## src/iof_pkg.sv

```systemverilog
// constants, register map and stream carrier for the i/o sample frame builder
// assumes a 32-bit avalon-mm register port and a byte-wide streaming sink
package iof_pkg;
    // frame bytes and field positions within the full frame layout
    localparam logic [7:0] FRAME_DELIM    = 8'h7E;
    localparam logic [7:0] FRAME_TYPE     = 8'h92;
    localparam logic [4:0] POS_TYPE       = 5'd3;
    localparam logic [4:0] POS_DIG_HI     = 5'd19;
    localparam logic [4:0] POS_DIG_LO     = 5'd20;
    localparam logic [4:0] POS_ANA_FIRST  = 5'd21;
    localparam logic [4:0] POS_LAST_DATA  = 5'd30;
    localparam logic [4:0] POS_CHECKSUM   = 5'd31;
    localparam int         FRAME_BYTES    = 31;
    localparam logic [7:0] CHECK_BASE     = 8'hFF;
    localparam logic [15:0] LEN_FIXED     = 16'h0010;
    localparam logic [15:0] LEN_WORD      = 16'h0002;
    localparam logic [15:0] DMASK_LINES   = 16'h7FFF;
    localparam int         SUPPLY_BIT     = 7;
    localparam int         ANA_CH         = 4;
    localparam logic [1:0] FMT_STANDARD   = 2'b00;

    // register word indices (byte address = 4 * index)
    localparam int         NREG           = 10;
    localparam logic [3:0] IDX_CTRL       = 4'h0;
    localparam logic [3:0] IDX_STATUS     = 4'h1;
    localparam logic [3:0] IDX_ADDR_HI    = 4'h2;
    localparam logic [3:0] IDX_ADDR_LO    = 4'h3;
    localparam logic [3:0] IDX_RXINFO     = 4'h4;
    localparam logic [3:0] IDX_MASKS      = 4'h5;
    localparam logic [3:0] IDX_DIGITAL    = 4'h6;
    localparam logic [3:0] IDX_ANA01      = 4'h7;
    localparam logic [3:0] IDX_ANA23      = 4'h8;
    localparam logic [3:0] IDX_SUPPLY     = 4'h9;
    localparam logic [3:0] IDX_TRIGGER    = 4'hA;

    // control field positions
    localparam int CTRL_API      = 0;
    localparam int CTRL_FMT_LSB  = 1;
    localparam int CTRL_STUF_LSB = 3;
    localparam int CTRL_SUPPLY   = 5;

    localparam logic [31:0] RST_CTRL   = 32'h0000_0009;
    localparam logic [31:0] RST_RXINFO = 32'hFFFE_0100;
    localparam logic [31:0] RST_ZERO   = 32'h0000_0000;

    typedef enum logic {IOF_IDLE, IOF_EMIT} iof_state_t;

    typedef struct packed {
        logic [7:0] data;
        logic       last;
    } iof_byte_t;
endpackage : iof_pkg

```

## src/iof_frame_builder.sv

```systemverilog
// i/o sample frame builder with avalon-mm register port and byte stream out
// assumes core_clk 50 MHz, sink applies back-pressure with txReady
`timescale 1ns/100ps
`default_nettype none

// What this block does
// digital line mask at offset 16, bit 15 never set.
// analog mask at offset 18, bit 7 only with supply monitoring on.
// digital sample word at 19 only when digital mask nonzero.
// lines without sampling enabled read zero in the sample word.
// sample bit position equals mask bit position.
// one 16-bit result per enabled analog input, none for disabled.
// analog results emitted in ascending channel order 0 to 3.
// last byte is 0xFF minus low byte of sum from offset 3.
// stuffing option 1 carries frame bytes unmodified.
// type 0x92 frame only in api mode with standard output format.
// delimiter at offset 0, then length of bytes from offset 3 up to the checksum.
// source address, reserved word, receive options, sample count.
// analog follows digital word or mask; supply result follows last input.
// multi-byte fields msb first, length follows included fields.
module iof_frame_builder
    import iof_pkg::*;
(
    input  wire logic        core_clk,
    input  wire logic        nrst,
    input  wire logic        ce,
    input  wire logic [5:0]  avs_address,
    input  wire logic        avs_read,
    input  wire logic        avs_write,
    input  wire logic [31:0] avs_writedata,
    input  wire logic [3:0]  avs_byteenable,
    output logic      [31:0] avs_readdata,
    output logic             avs_waitrequest,
    output logic             txValid,
    output iof_byte_t        txOut,
    input  wire logic        txReady
);
    logic [31:0] regFile [NREG];
    iof_state_t  state_reg;
    logic [4:0]  pos_reg;
    logic [7:0]  sum_reg;
    logic [15:0] frameCount_reg;
    logic        rdDone_reg;
    logic        outValid_reg;
    iof_byte_t   out_reg;
    logic [31:0] rdData_reg;

    wire logic [3:0]  wordIdx   = avs_address[5:2];
    wire logic        busy      = (state_reg == IOF_EMIT);
    wire logic        wrAccept  = ce && avs_write && !busy;
    wire logic        rdAccept  = ce && avs_read && !rdDone_reg;

    // field views
    wire logic        apiMode   = regFile[IDX_CTRL][CTRL_API];
    wire logic [1:0]  outFormat = regFile[IDX_CTRL][CTRL_FMT_LSB +: 2];
    wire logic [1:0]  stuffOpt  = regFile[IDX_CTRL][CTRL_STUF_LSB +: 2];
    wire logic        supplyEn  = regFile[IDX_CTRL][CTRL_SUPPLY];
    wire logic [15:0] dMask     = regFile[IDX_MASKS][15:0] & DMASK_LINES;
    wire logic [7:0]  aMaskRaw  = regFile[IDX_MASKS][23:16];
    wire logic [7:0]  aMask     = {supplyEn & aMaskRaw[SUPPLY_BIT],
                                   3'b000, aMaskRaw[3:0]};
    wire logic [15:0] dLevels   = regFile[IDX_DIGITAL][15:0];
    wire logic [15:0] dSampEn   = regFile[IDX_DIGITAL][31:16];
    wire logic [15:0] dSample   = dLevels & dSampEn & dMask;
    wire logic        dPresent  = (dMask != 16'h0000);
    // supply result sits after channel 3
    wire logic [4:0]  chEn      = {aMask[SUPPLY_BIT], aMask[3:0]};

    // length grows by two per optional word
    function automatic logic [15:0] frameLen(input logic dp, input logic [4:0] en);
        logic [15:0] n;
        n = LEN_FIXED;
        if (dp) begin
            n = n + LEN_WORD;
        end
        for (int i = 0; i < 5; i++) begin
            if (en[i]) begin
                n = n + LEN_WORD;
            end
        end
        return n;
    endfunction : frameLen

    wire logic [15:0] lenField = frameLen(dPresent, chEn);

    // full layout, msb first, every optional field in its slot
    wire logic [8*FRAME_BYTES-1:0] frameVec = {
        FRAME_DELIM, lenField, FRAME_TYPE,
        regFile[IDX_ADDR_HI], regFile[IDX_ADDR_LO],
        regFile[IDX_RXINFO][31:16],
        regFile[IDX_RXINFO][7:0], regFile[IDX_RXINFO][15:8],
        dMask, aMask, dSample,
        regFile[IDX_ANA01][31:16], regFile[IDX_ANA01][15:0],
        regFile[IDX_ANA23][31:16], regFile[IDX_ANA23][15:0],
        regFile[IDX_SUPPLY][15:0]};

    // skip absent optional slots so the next present field follows directly
    wire logic [4:0]  anaOff    = pos_reg - POS_ANA_FIRST;
    wire logic [2:0]  anaCh     = anaOff[3:1];
    wire logic        isDig     = (pos_reg == POS_DIG_HI) || (pos_reg == POS_DIG_LO);
    wire logic        isAna     = (pos_reg >= POS_ANA_FIRST) && (pos_reg <= POS_LAST_DATA);
    wire logic        included  = isDig ? dPresent :
                                  isAna ? chEn[anaCh] : 1'b1;
    wire logic [7:0]  vecIdx    = 8'(FRAME_BYTES - 1) - {3'b000, pos_reg};
    wire logic [7:0]  dataByte  = frameVec[8*vecIdx +: 8];
    wire logic        isCheck   = (pos_reg == POS_CHECKSUM);
    wire logic [7:0]  checkByte = CHECK_BASE - sum_reg;
    // bytes leave unmodified, no escape insertion
    wire logic [7:0]  srcByte   = isCheck ? checkByte : dataByte;
    wire logic        srcValid  = busy && included;
    wire logic        outFree   = !outValid_reg || txReady;
    wire logic        take      = ce && srcValid && outFree;
    wire logic        advance   = ce && busy && (!included || outFree);
    wire logic        inSum     = (pos_reg >= POS_TYPE) && !isCheck;
    wire logic        eligible  = apiMode && (outFormat == FMT_STANDARD);
    wire logic        trigger   = wrAccept && (wordIdx == IDX_TRIGGER) && eligible;

    // register read view
    wire logic [31:0] statusWord = {frameCount_reg, 8'h00, 3'b000, stuffOpt,
                                    eligible, dPresent, busy};
    wire logic [31:0] rdView;
    assign rdView = (wordIdx == IDX_STATUS) ? statusWord :
                    (wordIdx < IDX_TRIGGER) ? regFile[wordIdx] : RST_ZERO;

    // writes stall while a frame is out so its fields stay fixed
    assign avs_waitrequest = !ce || (avs_read && !rdDone_reg) || (avs_write && busy);
    assign avs_readdata    = rdData_reg;
    assign txValid         = outValid_reg;
    assign txOut           = out_reg;

    genvar g;
    generate
        for (g = 0; g < NREG; g++) begin : gen_reg
            localparam logic [31:0] RST = (g == IDX_CTRL)   ? RST_CTRL :
                                          (g == IDX_RXINFO) ? RST_RXINFO : RST_ZERO;
            logic        hit;
            logic [31:0] merged;
            assign hit = wrAccept && (wordIdx == 4'(g)) && (g != IDX_STATUS);
            for (genvar b = 0; b < 4; b++) begin : gen_be
                assign merged[8*b +: 8] = avs_byteenable[b] ? avs_writedata[8*b +: 8]
                                                            : regFile[g][8*b +: 8];
            end
            always_ff @(posedge core_clk or negedge nrst) begin
                if (!nrst) begin
                    regFile[g] <= RST;
                end else if (hit) begin
                    regFile[g] <= merged;
                end
            end
        end
    endgenerate

    // one wait cycle per read, data registered
    always_ff @(posedge core_clk or negedge nrst) begin
        if (!nrst) begin
            rdDone_reg <= 1'b0;
            rdData_reg <= RST_ZERO;
        end else if (ce) begin
            rdDone_reg <= rdAccept;
            if (rdAccept) begin
                rdData_reg <= rdView;
            end
        end
    end

    // frame sequencer
    always_ff @(posedge core_clk or negedge nrst) begin
        if (!nrst) begin
            state_reg      <= IOF_IDLE;
            pos_reg        <= 5'd0;
            sum_reg        <= 8'h00;
            frameCount_reg <= 16'h0000;
        end else if (ce) begin
            case (state_reg)
                IOF_IDLE: begin
                    if (trigger) begin
                        state_reg <= IOF_EMIT;
                        pos_reg   <= 5'd0;
                        sum_reg   <= 8'h00;
                    end
                end
                IOF_EMIT: begin
                    if (take && inSum) begin
                        sum_reg <= sum_reg + srcByte;
                    end
                    if (advance) begin
                        pos_reg <= pos_reg + 5'd1;
                        if (isCheck) begin
                            state_reg      <= IOF_IDLE;
                            frameCount_reg <= frameCount_reg + 16'h0001;
                        end
                    end
                end
                default: state_reg <= IOF_IDLE;
            endcase
        end
    end

    // output holding stage
    always_ff @(posedge core_clk or negedge nrst) begin
        if (!nrst) begin
            outValid_reg <= 1'b0;
            out_reg      <= '0;
        end else if (ce && outFree) begin
            outValid_reg <= srcValid;
            if (srcValid) begin
                out_reg <= '{data: srcByte, last: isCheck};
            end
        end
    end
endmodule : iof_frame_builder

`default_nettype wire

```

## config.mk

```make
export PLATFORM = sky130hd
export DESIGN_NAME = iof_frame_builder
export DESIGN_NICKNAME = d
export VERILOG_FILES = /design/src/iof_pkg.sv /design/src/iof_frame_builder.sv
export SDC_FILE = /design/constraint.sdc
export NUM_CORES = 1
export LEC_CHECK = 0
export BUFFER_PORTS_ARGS = -buffer_cell sky130_fd_sc_hd__clkbuf_2
export CAP_MARGIN = 40
export CORE_ASPECT_RATIO = 0.9
export CORE_MARGIN = 10
export CORE_UTILIZATION = 40
export DETAILED_ROUTE_END_ITERATION = 6
export PLACE_DENSITY = 0.67
export SETUP_SLACK_MARGIN = 0.05
export SLEW_MARGIN = 25
export SYNTH_ARGS = -nofsm -noshare
export SYNTH_HDL_FRONTEND = slang
export SYNTH_SLANG_ARGS = --single-unit
```

## constraint.sdc

```tcl
create_clock -name core_clk -period 5.7 [get_ports core_clk]
set_clock_uncertainty 0.15 [all_clocks]
set_input_delay 0.57 -clock core_clk [delete_from_list [all_inputs] [get_ports core_clk]]
set_output_delay 0.57 -clock core_clk [all_outputs]
set_load 0.02 [all_outputs]
```

======== Yosys cells after proc, flatten, opt, wreduce, memory -nomap -nowiden ========
Cells that the tools add are included.
word-level totals
  flip-flop bits (word level) ............. 361
  input bits .............................. 48
  output and inout bits ................... 43
  word-level logic and storage cells ...... 192
cells by class
  $add $sub $neg .......................... 11
  $lt $le $gt $ge ......................... 6
  eq/ne operators ......................... 16
  shifts and indexed selects .............. 1
  multiplexer cells ....................... 26
  bitwise logic cells ..................... 5
  reduce and logical (&&, ||, !) cells .... 82
operators with widths
  cell                                                                    count
  248-bit by 12-bit variable part select with 8-bit output                1
  32-bit binary-select mux with 4-bit select                              1
  32-bit 2-to-1 mux                                                       4
  16-bit 2-to-1 mux                                                       5
  2-bit AND reduction                                                     38
  16-bit by 2-bit adder with 16-bit output (second input constant)        4
  1-bit logical AND                                                       27
  8-bit 2-to-1 mux                                                        3
  16-bit by 1-bit adder with 16-bit output (second input constant)        1
  16-bit by 15-bit AND with 16-bit output                                 1
  16-bit AND                                                              1
  4-bit by 3-bit equality test with 1-bit output (second input constant)  4
  8-bit one-hot mux with 2 select lines                                   1
  16-bit nonzero test                                                     1
  5-bit equality test (second input constant)                             3
  4-bit equality test (second input constant)                             3
  5-bit greater-or-equal comparator (second input constant)               2
  5-bit 2-to-1 mux                                                        2
  5-bit one-hot mux with 2 select lines                                   1
  8-bit adder                                                             1
  4-bit by 2-bit equality test with 1-bit output (second input constant)  2
  8-bit subtractor (first input constant)                                 1
  5-bit by 2-bit adder with 6-bit output (second input constant)          1
  1-bit logical NOT                                                       6
  22 further kinds                                                        33

======== Longest topological paths before layout ========
  word-level depth ........................ 17
  mapped depth ............................ 26
  mapped depth without buffers ............ 26

======== Worst setup path after synthesis ========
No wires, ideal clock.
  path type ............................... register to register
  start point ............................. register regFile, in the netlist dMask[6]
  end point ............................... register sum_reg[7]
  setup time .............................. 69 ps
  arrival ................................. 4527 ps
  data required time ...................... 5481 ps
  slack ................................... 954 ps
  cell stages (with the launch flop) ...... 26
  path buffers ............................ 0
  period minus slack after synthesis ...... 4746 ps
  path through ............................ dfrtp_1 -> nor4_1 -> nand4_1 -> inv_1 -> ha_1 -> xor2_1 -> ha_1 -> nand2_1 -> o31ai_1 -> ha_1 -> nand2_1 -> nand2_1 -> ha_1 -> nand3_1 -> xor2_1 -> xnor2_1 -> o21ai_0 -> a21oi_1 -> o21ai_1 -> ha_1 -> o21ai_0 -> nor2_1 -> o41ai_1 -> nand2b_1 -> a211o_1 -> nand3_1
on the way
  longest elaborated chain between the ends .. 17
  elaborated cells on any way between the ends .. 25
  classes of those cells .................. add/sub (6); eq/ne (1); shift (1); mux (10); bitwise (1); reduce/logical (6)
RTL lines
  element                                                     RTL line                  source
  from (decl)                                                 iof_frame_builder.sv:38   logic [31:0] regFile [NREG];
  from (signal, indexed assignment)                           iof_frame_builder.sv:147  regFile[g] <= merged;
  16-bit nonzero test *                                       iof_frame_builder.sv:65   wire logic dPresent = (dMask != 16'h0000);
  2-bit 2-to-1 mux *                                          iof_frame_builder.sv:73   if (dp) begin
  5-bit by 2-bit adder with 6-bit output                      iof_frame_builder.sv:78   n = n + LEN_WORD;
  16-bit 2-to-1 mux *                                         iof_frame_builder.sv:77   if (en[i]) begin
  16-bit by 2-bit adder with 16-bit output                    iof_frame_builder.sv:78
  16-bit 2-to-1 mux *                                         iof_frame_builder.sv:77
  16-bit by 2-bit adder with 16-bit output                    iof_frame_builder.sv:78
  16-bit 2-to-1 mux *                                         iof_frame_builder.sv:77
  (+2 left out)                                               --
  16-bit by 2-bit adder with 16-bit output                    iof_frame_builder.sv:78
  16-bit 2-to-1 mux *                                         iof_frame_builder.sv:77
  248-bit by 12-bit variable part select with 8-bit output *  iof_frame_builder.sv:105  wire logic [7:0] dataByte = frameVec[8*vecIdx +: 8];
  8-bit 2-to-1 mux *                                          iof_frame_builder.sv:109  wire logic [7:0] srcByte = isCheck ? checkByte : dataByte;
  via srcByte[3]                                              iof_frame_builder.sv:109
  8-bit adder *                                               iof_frame_builder.sv:184  sum_reg <= sum_reg + srcByte;
  8-bit 2-to-1 mux *                                          iof_frame_builder.sv:183  if (take && inSum) begin
  8-bit one-hot mux with 2 select lines *                     iof_frame_builder.sv:174  case (state_reg)
  to (signal assigned)                                        iof_frame_builder.sv:184
  to (decl)                                                   iof_frame_builder.sv:41   logic [7:0] sum_reg;
The timed path passes the listed nets; every way through them passes the cells marked *. The select of a mux whose other input is x is not followed.
A chain may end at the register's enable or synchronous reset.

======== Worst setup path in the final report ========
  start point ............................. register regFile, in the netlist dMask[2]
  end point ............................... register sum_reg[7]
on the way
  longest elaborated chain between the ends .. 17
  elaborated cells on any way between the ends .. 25
  classes of those cells .................. add/sub (6); eq/ne (1); shift (1); mux (10); bitwise (1); reduce/logical (6)
RTL lines
  element                                                     RTL line
  16-bit nonzero test                                         iof_frame_builder.sv:65
  2-bit 2-to-1 mux                                            iof_frame_builder.sv:73
  5-bit by 2-bit adder with 6-bit output                      iof_frame_builder.sv:78
  16-bit 2-to-1 mux                                           iof_frame_builder.sv:77
  16-bit by 2-bit adder with 16-bit output                    iof_frame_builder.sv:78
  16-bit 2-to-1 mux                                           iof_frame_builder.sv:77
  16-bit by 2-bit adder with 16-bit output                    iof_frame_builder.sv:78
  16-bit 2-to-1 mux                                           iof_frame_builder.sv:77
  (+2 left out)                                               --
  16-bit by 2-bit adder with 16-bit output                    iof_frame_builder.sv:78
  16-bit 2-to-1 mux                                           iof_frame_builder.sv:77
  248-bit by 12-bit variable part select with 8-bit output *  iof_frame_builder.sv:105
  8-bit 2-to-1 mux *                                          iof_frame_builder.sv:109
  via srcByte[2]                                              iof_frame_builder.sv:109
  8-bit adder *                                               iof_frame_builder.sv:184
  8-bit 2-to-1 mux *                                          iof_frame_builder.sv:183
  8-bit one-hot mux with 2 select lines *                     iof_frame_builder.sv:174
Marks and branches as above.

==> impl_metrics.env <==
export IMPL_status="finished with violations"
export IMPL_violations="design-rule violations"
export IMPL_p_int_w=0.00507
export IMPL_yosysTopAreaCellShare_pct=45.1
export IMPL_h_tree_depth=2
export IMPL_die_w_um=250
export IMPL_worst_slew_pin_slew_ns=0.878
export IMPL_cpMostUsedCell="ha_1"
export IMPL_power_leakage_nw=9.73
export IMPL_seqPwrFrac_pct=45.3
export IMPL_synth_area_top_cells="dfrtp_1 45%, mux2_2 18%, mux4_2 8.1%"
export IMPL_worst_path_max_fanout=5
export IMPL_syn_num_nets=1621
export IMPL_vias_per_cell=6.41
export IMPL_antenna_found_initial=5
export IMPL_initial_core_util_pct=40.6
export IMPL_rrSetupSlack_ns=0.34
export IMPL_vias=14700
export IMPL_multiInputGateArea_um2=9610
export IMPL_combPwrFrac_pct=17.5
export IMPL_finalSetupViolations=0
export IMPL_regArea_um2=9060
export IMPL_die_height_um=227
export IMPL_cts_sinks=361
export IMPL_ys_types=79
export IMPL_hold_end="txValid"
export IMPL_ys_ff_latch=361
export IMPL_drive_above_1_share_pct=37.3
export IMPL_start_kind="flip-flop"
export IMPL_core_um2=46800
export IMPL_track_usage_pct=23.6
export IMPL_async_reset_ff_share_pct=100
export IMPL_ir_drop_mv=0.226
export IMPL_fin_crit_ns=5.36
export IMPL_final_cells=2298
export IMPL_yosysSeqAreaShare_pct=47.6
export IMPL_postLayoutCellArea_um2=21800
export IMPL_grt_pass1_vias=14700
export IMPL_wire_per_inst_um=29.5
export IMPL_worst_setup_path_end_kind="flip-flop"
export IMPL_r2r_end="sum_reg[7]"
export IMPL_r2r_start="dMask[2]"
export IMPL_drv_cap=0
export IMPL_drt_antenna_violating_nets=0
export IMPL_utilization_pct=46.5
export IMPL_clkTransAtPathRegs_ns=0.06
export IMPL_die_area_um2=56700
export IMPL_slowest_delay_ns=0.45
export IMPL_finalHoldViolCount=0
export IMPL_routed_wl_um=67800
export IMPL_avgSynthCellArea_um2=12.3
export IMPL_rows=75
export IMPL_cts_inserted_buffers=39
export IMPL_worst_hold_slack_ns=0.143
export IMPL_grt_max_degree=137
export IMPL_postCtsSetupBuffers=0
export IMPL_synth_edf_count=0
export IMPL_synthCells=1552
export IMPL_dpl_instance_area_um2=20300
export IMPL_hold_depth=3
export IMPL_yosysTopAreaCell="dfrtp_1"
export IMPL_cpMaxStageDelayCell="dfrtp_2"
export IMPL_dp_hpwl_um=49300
export IMPL_final_nets=1721
export IMPL_cp_required_ns=6.06
export IMPL_syn_area_um2=19000
export IMPL_placedCellCount=2223
export IMPL_slew_viol_final=0
export IMPL_r2r_cells=24
export IMPL_drc=1
export IMPL_power_w=0.00720
export IMPL_max_freq_ghz=0.186
export IMPL_finalCritPeriodShare_pct=94.1
export IMPL_fillers=4220
export IMPL_clock_latency_ns=0.59
export IMPL_gp_congestion=1.01
export IMPL_path_cells="nor4_4 > nand4_1 > buf_4 > inv_1 > ha_2 > xor2_2 > ha_1 > nand2_1 > o31ai_2 > ha_1 > nand2_1 > nand2_1 > ha_1 > o21ai_0 > o211ai_1 > a31oi_1 > o22ai_1 > ha_1 > a211oi_2 > nor2_1 > o41ai_4 > nand2b_1 > a211o_1 > nand3_1"
export IMPL_cts_tree="done"
export IMPL_firstDrtPassIters=7
export IMPL_min_from="txReady"
export IMPL_drt_iter0_markers=1884
export IMPL_arrival_ns=5.73
export IMPL_synth_top_flop_cell="dfrtp_1"
export IMPL_overflow=0
export IMPL_critical_path_class="reg2reg"
export IMPL_grt_pass1_wl_um=100000
export IMPL_slew_headroom_pct=41.5
export IMPL_largest_register_ffs=176
export IMPL_p_per_area_nw_per_um2=331
export IMPL_io_pins=91
export IMPL_clockBufferDepth=3
export IMPL_hp_class="in2reg"
export IMPL_layout_area_overhead_vs_synth_pct=14.4
export IMPL_swShare_pct=29.6
export IMPL_ys_warn_count=0
export IMPL_power_switching_w=0.00213
export IMPL_cts_root_buf="clkbuf_16"
export IMPL_io_buffers=88
export IMPL_clkPwrFrac_pct=37.2
==> how the worst max path moves through the flow <==
stage	startpoint	to	slack, ns	depth (start not counted)
floorplan	dMask[6]	sum_reg[7]	0.95	25
global route	dMask[2]	sum_reg[7]	-0.002	24
detailed placement	dMask[2]	sum_reg[7]	0.20	26
CTS	dMask[2]	sum_reg[7]	0.17	26
global placement	dMask[2]	sum_reg[7]	0.24	26
finish	dMask[2]	sum_reg[7]	0.34	24
==> worst max-delay path, delay by kind of cell, from the launching register on <==
kind | cells | cell delay (ns)
xor+xnor | 1 | 0.20
flops | 1 | 0.45
simple gates | 8 | 0.95
buf+inv | 2 | 0.25
compound gates | 8 | 1.67
fa+ha+maj | 5 | 1.61
==> repair_timing <==
action                     CTS  global route
resized for setup            0            18
hold buffers                 1             0
setup endpoints to repair    0             1
hold endpoints to repair    75             0
==> layer usage <==
layer | vias to the layer above | track usage, % | wire, µm
met5 | - | 0 | 68
met4 | 10 | 10.4 | 3220
met3 | 164 | 8.25 | 7780
met2 | 838 | 34.6 | 29100
met1 | 7615 | 31.0 | 27700
li1 | 6100 | - | -
==> final cells by class <==
type                            count  area share [%]
Timing Repair Buffer              143            4.19
Antenna cell                        1          0.0115
Sequential cell                   361            41.6
Tap cell                          616            3.54
Clock buffer                       62            5.49
Multi-Input combinational cell   1087            44.2
Inverter                           20           0.345
Clock inverter                      8           0.627
==> cells in the mapped netlist, types with 3 or more instances <==
master,number
a22o_1,6
nand3_1,47
a311o_1,3
nand4_1,10
clkbuf_1,44
o21ai_0,52
mux4_2,68
and3_1,12
nor2_1,63
nor3_1,19
mux2_2,304
nor2b_1,9
a22oi_1,56
nor4_1,5
a222oi_1,14
a221oi_1,4
a21o_1,5
o211ai_1,8
buf_6,3
buf_1,4
a211oi_1,3
buf_4,8
buf_2,25
and2_1,6
inv_1,17
o21ai_1,15
dfrtp_1,343
mux2i_1,17
ha_1,20
xnor2_1,14
a31oi_1,29
o22ai_1,7
nand2_1,122
nand2b_1,13
dfstp_2,18
nand3_2,3
xor2_1,18
mux2_1,20
a21oi_1,60
o32ai_1,4
inv_2,3
==> kinds of logic after synthesis <==
logic type | share of synthesized area (%)
muxes | 28.1
DFF | 47.6
and+or+nand+nor | 7.84
AOI/OAI and AO/OA | 10.7
buffers and inverters | 2.49
xor gates and xnor gates | 1.79
adders and majority gates | 1.42
==> stage by stage <==
step | TNS (ns) | setup slack [ns]
floorplan | 0 | 0.954
global placement | 0 | 0.244
detailed placement | 0 | 0.203
CTS | 0 | 0.170
global route | -0.00197 | -0.00197
finish | 0 | 0.335
==> placed cells by master, fill, tap and decap left out, drive strengths merged, types with 18 or more instances in the layout <==
cell type,n
dfrtp,343
mux2,324
clkbuf,147
nand2,123
mux4,68
o21ai,67
nor2,63
a21oi,60
buf,57
a22oi,56
nand3,50
a31oi,29
inv,21
ha,20
nor3,19
dfstp,18
xor2,18
==> power by group through the flow <==
stage	Clock [W]	Sequential [W]	Combinational [W]
finish	0.00268	0.00326	0.00126
global route	0.00281	0.00329	0.00136
CTS	0.00271	0.00324	0.00123
detailed placement	0	0.00328	0.00123
global placement	0	0.00327	0.00120
floorplan	0	0.00315	0.000786
Note: power is estimated with default switching activity, not from simulation.
